==> src/pmd_pkg.sv <==
// package for the peripheral module disable register bank
// assumes a 32-bit avalon-mm slave, word addressed by byte address
//
// Contract
// - the encoder interface is held off while bit 10 of module_disable_1 is 1, runs while 0.
// - the first serial port is off while bit 5 of module_disable_1 is 1, on while 0.
// - the second spi is off while bit 4 of module_disable_1 is 1, on while 0.
// - the first spi is off while bit 3 of module_disable_1 is 1, on while 0.
package pmd_pkg;
  localparam int unsigned PMD_ADDR_W = 6;
  localparam int unsigned PMD_REG_W  = 16;
  localparam int unsigned PMD_NREG   = 8;
  localparam int unsigned PMD_IDX_W  = 3;

  localparam logic [PMD_ADDR_W-1:0] PMD_OFF_LOCK = 6'h00;
  localparam logic [PMD_ADDR_W-1:0] PMD_OFF_MD1  = 6'h04;
  localparam logic [PMD_ADDR_W-1:0] PMD_OFF_MD2  = 6'h08;
  localparam logic [PMD_ADDR_W-1:0] PMD_OFF_MD3  = 6'h0c;
  localparam logic [PMD_ADDR_W-1:0] PMD_OFF_MD4  = 6'h10;
  localparam logic [PMD_ADDR_W-1:0] PMD_OFF_MD6  = 6'h14;
  localparam logic [PMD_ADDR_W-1:0] PMD_OFF_MD7  = 6'h18;
  localparam logic [PMD_ADDR_W-1:0] PMD_OFF_MD8  = 6'h1c;

  localparam logic [PMD_IDX_W-1:0] PMD_IDX_LOCK = 3'h0;
  localparam logic [PMD_IDX_W-1:0] PMD_IDX_MD1  = 3'h1;

  // implemented bit masks, index order lock, md1, md2, md3, md4, md6, md7, md8
  localparam logic [PMD_REG_W-1:0] PMD_MASK [PMD_NREG] = '{
    16'h0800, 16'h0efb, 16'h00ff, 16'h0082,
    16'h0008, 16'h3f00, 16'h0108, 16'h183e};

  localparam logic [PMD_REG_W-1:0] PMD_RST_VAL = 16'h0000;

  localparam int unsigned PMD_BIT_LOCK   = 11;
  localparam int unsigned PMD_BIT_ENC    = 10;
  localparam int unsigned PMD_BIT_SER1   = 5;
  localparam int unsigned PMD_BIT_SPI2   = 4;
  localparam int unsigned PMD_BIT_SPI1   = 3;

  typedef logic [PMD_REG_W-1:0] pmd_word_t;

  typedef struct packed {
    pmd_word_t [PMD_NREG-1:0] regs;
    logic                     rvalid;
    logic [31:0]              rdata;
  } pmd_state_t;

  function automatic logic pmd_hit(input logic [PMD_ADDR_W-1:0] a);
    return (a[1:0] == 2'h0) && (a[PMD_ADDR_W-1:2] < PMD_NREG);
  endfunction
endpackage

==> src/pmd_bank.sv <==
// peripheral module disable register bank with avalon-mm slave
// assumes master holds the request until waitrequest is low
`timescale 1ns/100ps
`default_nettype none
module pmd_bank
  import pmd_pkg::*;
(
  input  wire logic                  clk_i,
  input  wire logic                  rst_b_i,
  input  wire logic                  clk_en_i,
  input  wire logic [PMD_ADDR_W-1:0] avs_address_i,
  input  wire logic                  avs_read_i,
  input  wire logic                  avs_write_i,
  input  wire logic [31:0]           avs_writedata_i,
  input  wire logic [3:0]            avs_byteenable_i,
  output logic      [31:0]           avs_readdata_o,
  output logic                       avs_waitrequest_o,
  output logic                       avs_response_err_o,
  output logic                       encoder_interface_off_o,
  output logic                       serial_port1_off_o,
  output logic                       spi_second_off_o,
  output logic                       spi_first_off_o,
  output logic      [PMD_REG_W-1:0]  module_disable_1_o,
  output logic                       module_disable_lock_o
);
  pmd_state_t st_reg;
  pmd_state_t st_next;
  logic [PMD_IDX_W-1:0] idx;
  logic                 hit;
  logic                 locked;
  pmd_word_t            wmask;

  // one byte lane of the write data
  localparam int unsigned LANE_W = 8;

  assign idx    = avs_address_i[PMD_IDX_W+1:2];
  assign hit    = pmd_hit(avs_address_i);
  assign locked = st_reg.regs[PMD_IDX_LOCK][PMD_BIT_LOCK];
  assign wmask  = {{8{avs_byteenable_i[1]}}, {8{avs_byteenable_i[0]}}};

  always_comb begin
    st_next = st_reg;
    st_next.rvalid = 1'b0;
    if (avs_write_i && hit) begin
      // lock freezes disable bits; lock itself stays writable to release it
      if (!locked || idx == PMD_IDX_LOCK) begin
        // masked write, unimplemented bits stay zero
        st_next.regs[idx] = (st_reg.regs[idx] & ~wmask)
                          | (avs_writedata_i[PMD_REG_W-1:0] & wmask & PMD_MASK[idx]);
      end
    end
    if (avs_read_i && !st_reg.rvalid) begin
      st_next.rvalid = 1'b1;
      st_next.rdata  = hit ? {16'h0000, st_reg.regs[idx] & PMD_MASK[idx]} : 32'h0000_0000;
    end
  end

  always_ff @(posedge clk_i or negedge rst_b_i) begin
    if (!rst_b_i) begin
      st_reg <= '0; // all disables clear
    end else if (clk_en_i) begin
      st_reg <= st_next;
    end
  end

  // writes complete at once, reads take one wait cycle
  assign avs_waitrequest_o  = avs_read_i && !st_reg.rvalid;
  assign avs_readdata_o     = st_reg.rdata;
  assign avs_response_err_o = (avs_read_i || avs_write_i) && !hit;

  assign module_disable_1_o      = st_reg.regs[PMD_IDX_MD1];
  assign module_disable_lock_o   = locked;
  assign encoder_interface_off_o = st_reg.regs[PMD_IDX_MD1][PMD_BIT_ENC];
  assign serial_port1_off_o      = st_reg.regs[PMD_IDX_MD1][PMD_BIT_SER1];
  assign spi_second_off_o        = st_reg.regs[PMD_IDX_MD1][PMD_BIT_SPI2];
  assign spi_first_off_o         = st_reg.regs[PMD_IDX_MD1][PMD_BIT_SPI1];

  // outputs follow their register bits
  a_enc_follow: assert property (@(posedge clk_i) disable iff (!rst_b_i)
    encoder_interface_off_o == module_disable_1_o[PMD_BIT_ENC])
    else $error("encoder off not tracking bit");

  a_ser1_follow: assert property (@(posedge clk_i) disable iff (!rst_b_i)
    serial_port1_off_o == module_disable_1_o[PMD_BIT_SER1])
    else $error("serial port off not tracking bit");

  a_spi2_follow: assert property (@(posedge clk_i) disable iff (!rst_b_i)
    spi_second_off_o == module_disable_1_o[PMD_BIT_SPI2])
    else $error("second spi off not tracking bit");

  a_spi1_follow: assert property (@(posedge clk_i) disable iff (!rst_b_i)
    spi_first_off_o == module_disable_1_o[PMD_BIT_SPI1])
    else $error("first spi off not tracking bit");

  a_unimpl_zero: assert property (@(posedge clk_i) disable iff (!rst_b_i)
    (module_disable_1_o & ~PMD_MASK[PMD_IDX_MD1]) == 16'h0000)
    else $error("unimplemented bit set");

  // every register of the bank keeps its holes empty
  for (genvar g = 0; g < PMD_NREG; g++) begin : g_unimpl
    a_reg_unimpl: assert property (@(posedge clk_i) disable iff (!rst_b_i)
      (st_reg.regs[g] & ~PMD_MASK[g]) == 16'h0000)
      else $error("unimplemented bit set in bank");
  end

  a_md1_write: assert property (@(posedge clk_i) disable iff (!rst_b_i)
    (clk_en_i && avs_write_i && avs_address_i == PMD_OFF_MD1 && !locked
     && avs_byteenable_i[1:0] == 2'h3)
    |=> module_disable_1_o == ($past(avs_writedata_i[15:0]) & PMD_MASK[PMD_IDX_MD1]))
    else $error("md1 write not stored");

  // single bit writes land on the named outputs
  a_enc_write: assert property (@(posedge clk_i) disable iff (!rst_b_i)
    (clk_en_i && avs_write_i && avs_address_i == PMD_OFF_MD1 && !locked
     && avs_byteenable_i[PMD_BIT_ENC / LANE_W])
    |=> encoder_interface_off_o == $past(avs_writedata_i[PMD_BIT_ENC]))
    else $error("encoder off write lost");

  a_ser1_write: assert property (@(posedge clk_i) disable iff (!rst_b_i)
    (clk_en_i && avs_write_i && avs_address_i == PMD_OFF_MD1 && !locked
     && avs_byteenable_i[PMD_BIT_SER1 / LANE_W])
    |=> serial_port1_off_o == $past(avs_writedata_i[PMD_BIT_SER1]))
    else $error("serial port off write lost");

  a_spi2_write: assert property (@(posedge clk_i) disable iff (!rst_b_i)
    (clk_en_i && avs_write_i && avs_address_i == PMD_OFF_MD1 && !locked
     && avs_byteenable_i[PMD_BIT_SPI2 / LANE_W])
    |=> spi_second_off_o == $past(avs_writedata_i[PMD_BIT_SPI2]))
    else $error("second spi off write lost");

  a_spi1_write: assert property (@(posedge clk_i) disable iff (!rst_b_i)
    (clk_en_i && avs_write_i && avs_address_i == PMD_OFF_MD1 && !locked
     && avs_byteenable_i[PMD_BIT_SPI1 / LANE_W])
    |=> spi_first_off_o == $past(avs_writedata_i[PMD_BIT_SPI1]))
    else $error("first spi off write lost");

  // lock freezes each disable output
  a_lock_hold: assert property (@(posedge clk_i) disable iff (!rst_b_i)
    (locked && clk_en_i) |=> $stable(module_disable_1_o))
    else $error("md1 changed while locked");

  a_enc_locked: assert property (@(posedge clk_i) disable iff (!rst_b_i)
    locked |=> $stable(encoder_interface_off_o))
    else $error("encoder off changed while locked");

  a_ser1_locked: assert property (@(posedge clk_i) disable iff (!rst_b_i)
    locked |=> $stable(serial_port1_off_o))
    else $error("serial port off changed while locked");

  a_spi2_locked: assert property (@(posedge clk_i) disable iff (!rst_b_i)
    locked |=> $stable(spi_second_off_o))
    else $error("second spi off changed while locked");

  a_spi1_locked: assert property (@(posedge clk_i) disable iff (!rst_b_i)
    locked |=> $stable(spi_first_off_o))
    else $error("first spi off changed while locked");

  a_lock_write: assert property (@(posedge clk_i) disable iff (!rst_b_i)
    (clk_en_i && avs_write_i && avs_address_i == PMD_OFF_LOCK
     && avs_byteenable_i[PMD_BIT_LOCK / LANE_W])
    |=> locked == $past(avs_writedata_i[PMD_BIT_LOCK]))
    else $error("lock write lost");

  // byte lanes left out of a write keep their bits
  a_lane_low: assert property (@(posedge clk_i) disable iff (!rst_b_i)
    (avs_write_i && avs_address_i == PMD_OFF_MD1 && !avs_byteenable_i[0])
    |=> module_disable_1_o[LANE_W-1:0] == $past(module_disable_1_o[LANE_W-1:0]))
    else $error("low lane changed without enable");

  a_lane_high: assert property (@(posedge clk_i) disable iff (!rst_b_i)
    (avs_write_i && avs_address_i == PMD_OFF_MD1 && !avs_byteenable_i[1])
    |=> module_disable_1_o[PMD_REG_W-1:LANE_W] == $past(module_disable_1_o[PMD_REG_W-1:LANE_W]))
    else $error("high lane changed without enable");

  // clock enable low freezes everything
  a_ce_freeze: assert property (@(posedge clk_i) disable iff (!rst_b_i)
    !clk_en_i |=> $stable(st_reg))
    else $error("state moved with clock enable low");

  // bus handshake
  a_read_wait: assert property (@(posedge clk_i) disable iff (!rst_b_i)
    (avs_read_i && !st_reg.rvalid && clk_en_i) |=> !avs_waitrequest_o)
    else $error("read not answered in one cycle");

  a_read_stall: assert property (@(posedge clk_i) disable iff (!rst_b_i)
    (avs_read_i && !st_reg.rvalid) |-> avs_waitrequest_o)
    else $error("read answered before data");

  a_write_nowait: assert property (@(posedge clk_i) disable iff (!rst_b_i)
    (avs_write_i && !avs_read_i) |-> !avs_waitrequest_o)
    else $error("write stalled");

  a_rvalid_pulse: assert property (@(posedge clk_i) disable iff (!rst_b_i)
    (st_reg.rvalid && clk_en_i) |=> !st_reg.rvalid)
    else $error("read answer held too long");

  a_md1_read: assert property (@(posedge clk_i) disable iff (!rst_b_i)
    (clk_en_i && avs_read_i && !st_reg.rvalid && avs_address_i == PMD_OFF_MD1)
    |=> avs_readdata_o[PMD_REG_W-1:0] == $past(module_disable_1_o))
    else $error("md1 read data wrong");

  a_unmap_read: assert property (@(posedge clk_i) disable iff (!rst_b_i)
    (clk_en_i && avs_read_i && !st_reg.rvalid && !hit) |=> avs_readdata_o == 32'h0000_0000)
    else $error("unmapped read not zero");

  a_rd_upper: assert property (@(posedge clk_i) disable iff (!rst_b_i)
    avs_readdata_o[31:PMD_REG_W] == 16'h0000)
    else $error("read data upper half set");

  // reset clears every disable, so all peripherals start on
  a_reset_clear: assert property (@(posedge clk_i)
    !rst_b_i |-> st_reg == '0)
    else $error("state not cleared in reset");

  a_enc_reset: assert property (@(posedge clk_i)
    !rst_b_i |-> !encoder_interface_off_o)
    else $error("encoder off set in reset");

  a_ser1_reset: assert property (@(posedge clk_i)
    !rst_b_i |-> !serial_port1_off_o)
    else $error("serial port off set in reset");

  a_spi2_reset: assert property (@(posedge clk_i)
    !rst_b_i |-> !spi_second_off_o)
    else $error("second spi off set in reset");

  a_spi1_reset: assert property (@(posedge clk_i)
    !rst_b_i |-> !spi_first_off_o)
    else $error("first spi off set in reset");
endmodule
`default_nettype wire

==> config.mk <==
export PLATFORM = sky130hd
export DESIGN_NAME = pmd_bank
export DESIGN_NICKNAME = d
export VERILOG_FILES = /design/src/pmd_pkg.sv /design/src/pmd_bank.sv
export SDC_FILE = /design/constraint.sdc
export NUM_CORES = 1
export LEC_CHECK = 0
export BUFFER_PORTS_ARGS = -buffer_cell sky130_fd_sc_hd__buf_4
export CAP_MARGIN = 30
export CELL_PAD_IN_SITES_DETAIL_PLACEMENT = 0
export CELL_PAD_IN_SITES_GLOBAL_PLACEMENT = 1
export CORE_AREA = 2 2 152 124
export DETAILED_ROUTE_END_ITERATION = 10
export DIE_AREA = 0 0 154 126
export GPL_TIMING_DRIVEN = 0
export PLACE_DENSITY_LB_ADDON = 0.1
export SETUP_SLACK_MARGIN = 0.02
export SYNTH_ARGS = -nofsm -noshare
export SYNTH_HDL_FRONTEND = slang
export SYNTH_SLANG_ARGS = --single-unit
==> constraint.sdc <==
create_clock -name clk_i -period 1.5 [get_ports clk_i]
set_input_delay 0 -clock clk_i [delete_from_list [all_inputs] [get_ports clk_i]]
set_output_delay 0 -clock clk_i [all_outputs]
set_load 0.01 [all_outputs]
==> results of run 1 <==
[cell usage in the layout, fill, tap and decap left out, drive strengths merged, types with 2 or more instances in the layout]
cell type / n
a2111o: 6
a2111oi: 8
a211oi: 5
a21oi: 79
a221o: 3
a22o: 3
a22oi: 2
a31oi: 4
a32o: 8
and2: 3
and3: 8
buf: 238
bufinv: 2
clkbuf: 35
clkinv: 7
conb: 18
dfrtp: 138
dlygate4sd3: 4
ha: 6
inv: 13
mux2: 11
mux2i: 22
mux4: 16
nand2: 74
nand2b: 5
nand3: 4
nand3b: 9
nand4: 4
nor2: 71
nor2b: 4
nor3: 6
nor4: 4
o21ai: 48
o22ai: 10
o31ai: 7
or2: 2
or3b: 3
or4b: 3
[layout make-up]
| cell class | count | share of cell area |
|---|---|---|
| Sequential cell | 138 | 0.3187 |
| Tap cell | 230 | 0.02655 |
| Timing Repair Buffer | 160 | 0.1432 |
| Clock inverter | 7 | 0.008197 |
| Inverter | 15 | 0.006927 |
| Buffer | 92 | 0.07643 |
| Clock buffer | 25 | 0.04572 |
| Multi-Input combinational cell | 467 | 0.3743 |
[final timing paths]
check,endpoint,from
max,avs_readdata_o[2],st_reg[67]
min,st_reg[115],avs_byteenable_i[0]
max reg2reg,avs_readdata_o[2],st_reg[67]
min reg2reg,avs_readdata_o[12],avs_readdata_o[12]
max in group asynchronous,st_reg[101],rst_b_i
min in group asynchronous,module_disable_1_o[13],rst_b_i
[what timing repair did]
item / 4_1_cts / 5_1_grt
pin swaps: 47 / 37
endpoints found under the hold margin: 84 / 1
hold buffers: 3 / 1
gates cloned: 4 / 6
setup endpoints to repair: 138 / 135
gates resized for setup: 148 / 125
buffers inserted: 57 / 28
[where the power goes]
group | total (mW) | leakage, nW | internal [mW] | switching (mW)
Clock | 4.23 | 0.291 | 2.62 | 1.62
Combinational | 2.15 | 2.72 | 1.05 | 1.10
Sequential | 4.25 | 1.84 | 4.04 | 0.210
[through the flow]
stage	power, mW	cells	TNS (ns)
global placement	5.792	1005	-102.82
CTS	10.39	1101	-10.58
detailed placement	5.848	1006	-81.36
global route	11.02	1134	-17.52
floorplan	5.285	713	-5.372
finish	10.64	1134	-13.00
[routing by layer]
layer  wire length [um]  GRT usage  up-vias
met5                  0          0        -
met4                365    0.07971        0
met3               2410    0.06366       26
met2              11870     0.3907      322
met1              11810     0.3926     3310
li1                   -          -     2837
[tightest hold or removal path: cells and delay by family]
family	cells	cell delay, ns
buffers and inverters	1	0.12
AOI/OAI and AO/OA	3	0.40
[kinds of logic after synthesis]
family                   after synthesis
AND/OR/NAND/NOR                      203
AO/OA/AOI/OAI                        191
flip-flops                           138
buffers and inverters                108
multiplexers                          49
adder cells (fa/ha/maj)                6
other                                  1
[synth_stat cells, drive strengths merged (6+ instances only)]
master / n / area share
o22ai: 10 / 0.0086
o21ai: 48 / 0.034
nor2: 71 / 0.037
a21oi: 79 / 0.057
a2111oi: 8 / 0.027
a32o: 8 / 0.011
mux2i: 22 / 0.030
clkbuf: 6 / 0.0031
inv: 13 / 0.0067
buf: 87 / 0.085
mux4: 16 / 0.050
a2111o: 6 / 0.0093
nor3: 6 / 0.0041
dfrtp: 138 / 0.48
ha: 6 / 0.010
nand2: 74 / 0.039
and3: 8 / 0.0069
o31ai: 7 / 0.0073
nand3b: 9 / 0.0093
mux2: 11 / 0.018
==> flow_summary.yaml, run 1 <==
worst_setup_path:
  required_ns: 1.82
  reg2reg_depth: 4
  critPathLaunchType: "register"
  endpoint_kind: "register"
  path_class: "reg -> reg"
  crit_family: "multiplexers"
  crit_path_max_incr_delay_ns: 0.52
  rrSetupSlack_ns: -0.26
  critPathArrivalTime_ns: 2.08
  cp_cell_sequence: "mux2_4 > mux4_2 > a221o_1 > a22o_1"
  path_max_fanout: 2
  path_buf_inv: 0
  slowest_stage: "mux4_2"
  cp.depth: 4
status:
  run_status: "finished, violations left"
  failed_checks: "negative setup slack"
place:
  placed_cell_area_sq_mm: 0.008290
  dp_hpwl_mm: 16.08
  gp_congestion: 0.8615
  place_ws_ns: -0.9278
  portBuffers: 62
routing:
  route.detailed.drc: 0
  wire_per_inst_um: 23.33
  vias: 6495
  first_iter_violations: 591
  ant_nets: 0
  dr.pass1.iters: 7
  viasPerCell: 5.728
  routed_wl_mm: 26.45
synth:
  synthMuxAreaShare: 0.09782
  synth_warnings: 0
  ys_ff_latch: 138
  synth_top_family_by_area: "compound AO/OA/AOI/OAI gates"
  synth_cell_types: 66
  synth-simple-area-share: 0.1322
  synth.cell_area_sq_mm: 0.007239
  synth_fa_ha_area_frac: 0.01037
  synth_compound_area_frac: 0.1861
  ys.flop_type: "dfrtp_1"
  syn_avg_cell_area_sq_um: 10.40
  netlist_instances: 696
  async_flop_share: 1.000
  synth-edff-count: 0
  synthXorXnorAreaFrac: 0
  synth_seq_area_share: 0.4770
cells_and_area:
  multiInputGateArea_sq_mm: 0.004056
  register_area_sq_mm: 0.003455
  drive_gt1_frac: 0.5420
  post-route-util: 0.6057
  largest_reg_flops: 107
  nets: 944
  antennaDiodeCount: 0
  fill_cells: 1520
  design_area_sq_mm: 0.01084
  area_growth_pct: 49.71
grt:
  grt_pass1_wl_mm: 37.99
  grt_max_degree: 81
  grt_use_total: 0.2665
  grt_pass1_vias: 6252
  grt_overflow: 0
  grt_antenna_before_repair: 0
timing:
  rsz0062_at_grt: "true"
  maxSlewHeadroom: 0.4855
  finalCriticalPeriod_ns: 1.757
  worst_pin_slew_ns: 0.7717
  setup_violations: 119
  fin_ws_ns: -0.2575
  slew_violations: 0
  fmax_mhz: 569.0
  whs_ns: 0.1245
  timing.final.crit_share: 1.172
  hold_violations: 0
  final.setup_skew_ns: 0.007580
die:
  core_area_sq_mm: 0.01789
  fp.dieH_um: 126
  dieArea_sq_mm: 0.01940
  start_util: 0.4046
  die_w_um: 154
  ios: 102
  num_rows: 44
hold_path:
  hp-class: "in -> reg"
  holdPathStages: 4
clock_network:
  cts_buffers: 17
  cts_tree: "yes"
  cts_max_level: 4
  cts_root_buf: "clkbuf_16"
  clkLatencyLatePin_ns: 0.43
  numClockSinks: 138
  cts.path.max_buffers: 2
  cts.clk_slew.worst_paths_ns: 0.06
job:
  drv_cap: 0
power:
  powerDensity_mw_per_mm2: 981.5
  p_leak_nw: 4.852
  peakVddDrop_mv: 0.7864
Power figures use the tool's default switching activity.
==> inputs of run 2 (changes only) <==
- ABC_AREA: unset -> 1
- CORE_AREA: 2 2 152 124 -> 2 2 164 134
- DIE_AREA: 0 0 154 126 -> 0 0 166 136
==> run 2 against run 1 <==
Compared with the run above: the run still ends with negative setup slack left; clock power is 7.1% higher; clock-buffer cell count decreased by 6; via count rose by 11%; sequential power down 5.4%; register-to-register slack better by 0.08 ns; critical path type unchanged; critical endpoint is now module_disable_1_o[10].
==> flow_summary.yaml, run 2 <==
routing:
  routed_wl_mm: 26.35
  route.detailed.drc: 0
  wire_per_inst_um: 17.01
  first_iter_violations: 535
  vias: 7211
  ant_nets: 0
  dr.pass1.iters: 5
  viasPerCell: 4.655
power:
  powerDensity_mw_per_mm2: 892.9
  peakVddDrop_mv: 0.6252
  finalPower_mw: 9.478
  p_leak_nw: 5.936
synth:
  synth_seq_area_share: 0.4597
  syn_avg_cell_area_sq_um: 7.006
  ys.flop_type: "dfrtp_1"
  yosysMostFrequentCell: "nand2_1"
  yosysTopAreaCellShare: 0.4597
  netlist_instances: 1111
  synth.cell_area_sq_mm: 0.007784
  synth.area.top_cells: "dfrtp_1 46%, nand2_1 35%, buf_4 5.6%"
  ys_ff_latch: 143
  synth_warnings: 0
  yosysTopAreaCell: "dfrtp_1"
  synth_cell_types: 26
  synth_common_cells: "722 x nand2_1, 143 x dfrtp_1, 58 x buf_4"
  async_flop_share: 1.000
  synth-edff-count: 0
worst_setup_path:
  crit_path_max_incr_delay_ns: 0.46
  critPathArrivalTime_ns: 2.01
  critPathLaunchType: "register"
  cp_cell_sequence: "a21boi_4 > nor2_4 > nand3_4 > buf_12 > nor2_4 > inv_4 > clkbuf_16 > nand2_1 > nand2_1"
  path_buf_inv: 3
  slowest_stage: "dfrtp_2"
  crit_family: "simple AND/OR/NAND/NOR gates"
  required_ns: 1.83
  path_class: "reg -> reg"
  path_max_fanout: 5
  endpoint_kind: "register"
die:
  fp.dieH_um: 136
  num_rows: 48
  die_w_um: 166
  start_util: 0.3692
  core_area_sq_mm: 0.02108
  dieArea_sq_mm: 0.02258
  ios: 102
clock_network:
  cts_root_buf: "clkbuf_16"
  cts_max_level: 4
  cts_buffers: 17
  clkLatencyLatePin_ns: 0.43
  cts.path.max_buffers: 2
  cts.clk_slew.worst_paths_ns: 0.07
  cts_tree: "yes"
  numClockSinks: 143
cells_and_area:
  final_cell_mix: "589 x nand2_1, 141 x dfrtp_1, 120 x buf_4"
  largest_reg_flops: 112
  design_area_sq_mm: 0.01062
  area_growth_pct: 36.38
  antennaDiodeCount: 0
  fill_cells: 2129
  post-route-util: 0.5036
  finalNonFillerCells: 1549
  drive_gt1_frac: 0.3179
  nets: 1315
  final_common_cell: "nand2_1"
grt:
  grt_max_degree: 91
  grt_overflow: 0
  grt_antenna_before_repair: 0
  grt_pass1_vias: 6841
  grt_pass1_wl_mm: 40.72
  grt_use_total: 0.2381
timing:
  slew_violations: 0
  final.setup_skew_ns: 0.01068
  fin_ws_ns: -0.1781
  timing.final.crit_share: 1.119
  worst_pin_slew_ns: 0.8364
  maxSlewHeadroom: 0.4424
  rsz0062_at_grt: "true"
  whs_ns: 0.05951
  setup-tns-final_ns: -15.96
  finalCriticalPeriod_ns: 1.678
  fmax_mhz: 595.9
  setup_violations: 128
  hold_violations: 0
status:
  failed_checks: "negative setup slack"
  run_status: "finished, violations left"
place:
  portBuffers: 61
  gp_congestion: 0.8400
  placed_cell_area_sq_mm: 0.008703
  dp_cells: 1465
  place_ws_ns: -0.6795
  dp_hpwl_mm: 18.04
job:
  drv_cap: 0
hold_path:
  hp-class: "in -> reg"
## run 2: worst paths after layout
kind	startpoint	to	slack, ns	cells after the start
hold / removal	avs_address_i[5]	avs_readdata_o[11]	0.06	8
max in group asynchronous	rst_b_i	st_reg[145]	0.55	3
setup / recovery	module_disable_lock_o	module_disable_1_o[10]	-0.18	9
hold reg to reg	st_reg[114]	st_reg[114]	0.47	2
min in group asynchronous	rst_b_i	module_disable_1_o[13]	0.09	2
setup reg to reg	module_disable_lock_o	module_disable_1_o[10]	-0.18	9
## run 2: what timing repair did
item | CTS | global route
endpoints found under the hold margin | 54 | 0
setup buffers | 38 | 7
gates resized for setup | 111 | 139
hold buffers | 2 | 0
endpoints found under the setup margin | 130 | 132
gates cloned | 6 | 4
pin swaps | 29 | 25
## run 2: layer usage
metal,up-vias,share of wire,track usage
met4,0,0.012,0.05507
met5,-,0,0
met3,25,0.060,0.04658
li1,3599,-,-
met2,224,0.43,0.3543
met1,3363,0.50,0.3569
## run 2: cell families (layout without fill, tap and decap cells)
| family | Yosys count | in the layout | synth area share |
|---|---|---|---|
| simple gates | 801 | 801 | 0.4065 |
| fa+ha+maj | 6 | 6 | 0.009644 |
| buf+inv | 137 | 283 | 0.1077 |
| flops | 143 | 143 | 0.4597 |
| compound gates | 23 | 23 | 0.01591 |
| other cells | 1 | 18 | 0.0004818 |
## run 2: area by class of cell
type,instances,area (sq um),area share
buffer,96,769.5,0.07249
inverter,41,192.7,0.01815
clock inverter,12,161.4,0.01521
timing repair inverter,1,8.758,0.0008251
timing repair buffer,114,1167,0.1100
tap,275,344.1,0.03241
multi-input combinational,848,3938,0.3709
clock buffer,19,452.9,0.04267
sequential,143,3581,0.3373
## run 2: report_power, final
part | total (mW) | internal [mW] | switching, mW
Combinational | 0.926 | 0.315 | 0.610
Sequential | 4.02 | 3.96 | 0.0630
Clock | 4.53 | 2.71 | 1.83
Total | 9.48 | 6.98 | 2.50
## run 2: worst min-delay path, stage by stage
cell	delay, ns
buf_4	0.07
inv_1	0.03
nand2_1	0.08
nor2_2	0.05
inv_1	0.07
nor2_1	0.04
nand2_1	0.06
nand2_1	0.04
==> inputs of run 3 (changes only) <==
- CORE_AREA: 2 2 164 134 -> 2 2 170 139
- DIE_AREA: 0 0 166 136 -> 0 0 172 141
==> run 3 against run 2 <==
Compared with the run above: the flow still finishes with violations (negative setup slack); sequential share of layout area grew 0.14 points; flip-flop and latch count is the same; final cell count grew 2.3%; worst hold slack gained 0.0090 ns; first-iteration DRC count shrank 33%; critical endpoint is now st_reg[150]; clock skew shrank 0.0015 ns; critical path depth is the same; via count shrank 3.1%; wire length shrank 0.34%.
==> flow_summary.yaml, run 3 (synthesis gave the netlist of run 2 again) <==
power:
  peakVddDrop_mv: 0.5169
  powerDensity_mw_per_mm2: 914.6
  p_leak_nw: 5.985
  finalPower_mw: 9.667
worst_setup_path:
  path_max_fanout: 5
  crit_start: "module_disable_lock_o"
  endpoint: "st_reg[150]"
  reg2reg_depth: 9
  critPathArrivalTime_ns: 1.95
  r2r_start: "module_disable_lock_o"
  required_ns: 1.82
  critPathLaunchType: "register"
  rrSetupSlack_ns: -0.13
  r2r_end: "st_reg[150]"
  path_class: "reg -> reg"
  endpoint_kind: "register"
routing:
  ant_nets: 0
  dr.pass1.iters: 5
  vias: 6990
  first_iter_violations: 360
  wire_per_inst_um: 16.58
  viasPerCell: 4.413
  route.detailed.drc: 0
  routed_wl_mm: 26.26
timing:
  fmax_mhz: 612.8
  rsz0062_at_grt: "true"
  maxSlewHeadroom: 0.4438
  fin_ws_ns: -0.1319
  whs_ns: 0.06855
  setup-tns-final_ns: -9.899
  timing.final.crit_share: 1.088
  final.setup_skew_ns: 0.009130
  slew_violations: 0
  setup_violations: 122
  hold_violations: 0
  finalCriticalPeriod_ns: 1.632
  worst_pin_slew_ns: 0.8344
cells_and_area:
  largest_reg_flops: 112
  antennaDiodeCount: 0
  finalNonFillerCells: 1584
  nets: 1313
  final_cell_mix: "618 x nand2_1, 141 x dfrtp_1, 126 x buf_4"
  drive_gt1_frac: 0.2972
  post-route-util: 0.4642
  area_growth_pct: 35.80
  final_common_cell: "nand2_1"
job:
  drv_cap: 0
status:
  run_status: "finished, violations left"
  failed_checks: "negative setup slack"
clock_network:
  clkLatencyLatePin_ns: 0.43
  cts_buffers: 17
  cts_max_level: 4
  cts_root_buf: "clkbuf_16"
  cts.clk_slew.worst_paths_ns: 0.07
  cts_tree: "yes"
  cts.path.max_buffers: 2
  numClockSinks: 143
grt:
  grt_pass1_wl_mm: 39.59
  grt_busiest_layer: "met1"
  grt_max_degree: 76
  grt_antenna_before_repair: 0
  global_route.usage.met1: 0.3497
  grt_use_total: 0.2202
  met2_usage: 0.3116
  grt_overflow: 0
  grt_use_met3: 0.03509
  grt_pass1_vias: 6579
place:
  gp_congestion: 0.8182
  dp_hpwl_mm: 18.27
  portBuffers: 61
  dp_cells: 1502
die:
  dieArea_sq_mm: 0.02425
  die_w_um: 172
  ios: 102
  num_rows: 50
  fp.dieH_um: 141
  start_util: 0.3418
  core_area_sq_mm: 0.02277
hold_path:
  hp-class: "in -> reg"
run 3: cell count changes in the layout (fill, tap and decap cells not counted), moves of 3 or more:
cell,delta
nand2_1,+29
nand2_2,-27
buf_6,-10
buf_4,+6
o21ai_1,-4
buf_8,+3
clkbuf_16,+3
clkinvlp_4,-3
o21ai_2,+3
run 3: where the power goes:
part | switching (mW) | total (mW) | leakage (nW) | internal (mW)
clock | 1.83 | 4.71 | 0.300 | 2.89
combinational | 0.625 | 0.939 | 3.74 | 0.313
sequential | 0.0575 | 4.01 | 1.95 | 3.96
run 3: metrics by stage:
stage / setup WS [ns] / area (sq um)
floorplan: -0.07446 / 7870
detailed placement: -0.6916 / 8750
global route: -0.1910 / 10570
global placement: -0.6787 / 8718
CTS: -0.09994 / 9971
finish: -0.1319 / 10570
run 3: worst min path at each step:
stage	start	endpoint	slack (ns)	cells past startpoint
2_1_floorplan	rst_b_i	avs_readdata_o[0]	-0.30	0
3_3_place_gp	clk_en_i	st_reg[32]	0.26	2
3_5_place_dp	rst_b_i	module_disable_1_o[9]	0.09	1
4_1_cts	avs_address_i[5]	avs_readdata_o[11]	0.05	8
5_1_grt	avs_writedata_i[2]	st_reg[35]	0.08	5
6_report	avs_address_i[0]	avs_readdata_o[11]	0.07	8
run 3: cell type report:
type | instances | area [sq um]
inverter | 41 | 182.7
clock inverter | 11 | 177.7
tap | 312 | 390.4
fill | 2390 | 12200
buffer | 96 | 777.0
multi-input combinational | 848 | 3867
clock buffer | 20 | 456.7
timing repair buffer | 113 | 1137
sequential | 143 | 3581
run 3: critical path, stage by stage, from the launching register on:
cell       delay, ns
dfrtp_2         0.45
a21boi_4        0.16
nor2_4          0.11
nand3_4         0.09
buf_6           0.15
nor2_4          0.19
inv_4           0.09
clkbuf_16       0.17
nand2_2         0.05
nand2_1         0.04
run 3: per-layer routing:
metal	wire length, um	up-vias
met1	13960	3226
met5	0	-
met2	11100	149
li1	-	3602
met3	942	13
met4	260	0
run 3: timing repair:
action | CTS | global route
buffers inserted | 37 | 10
setup endpoints to repair | 130 | 130
gates resized for setup | 77 | 132
hold endpoints to repair | 79 | 0
hold buffers | 2 | 0
cloned | 2 | 6
pin swaps | 30 | 37
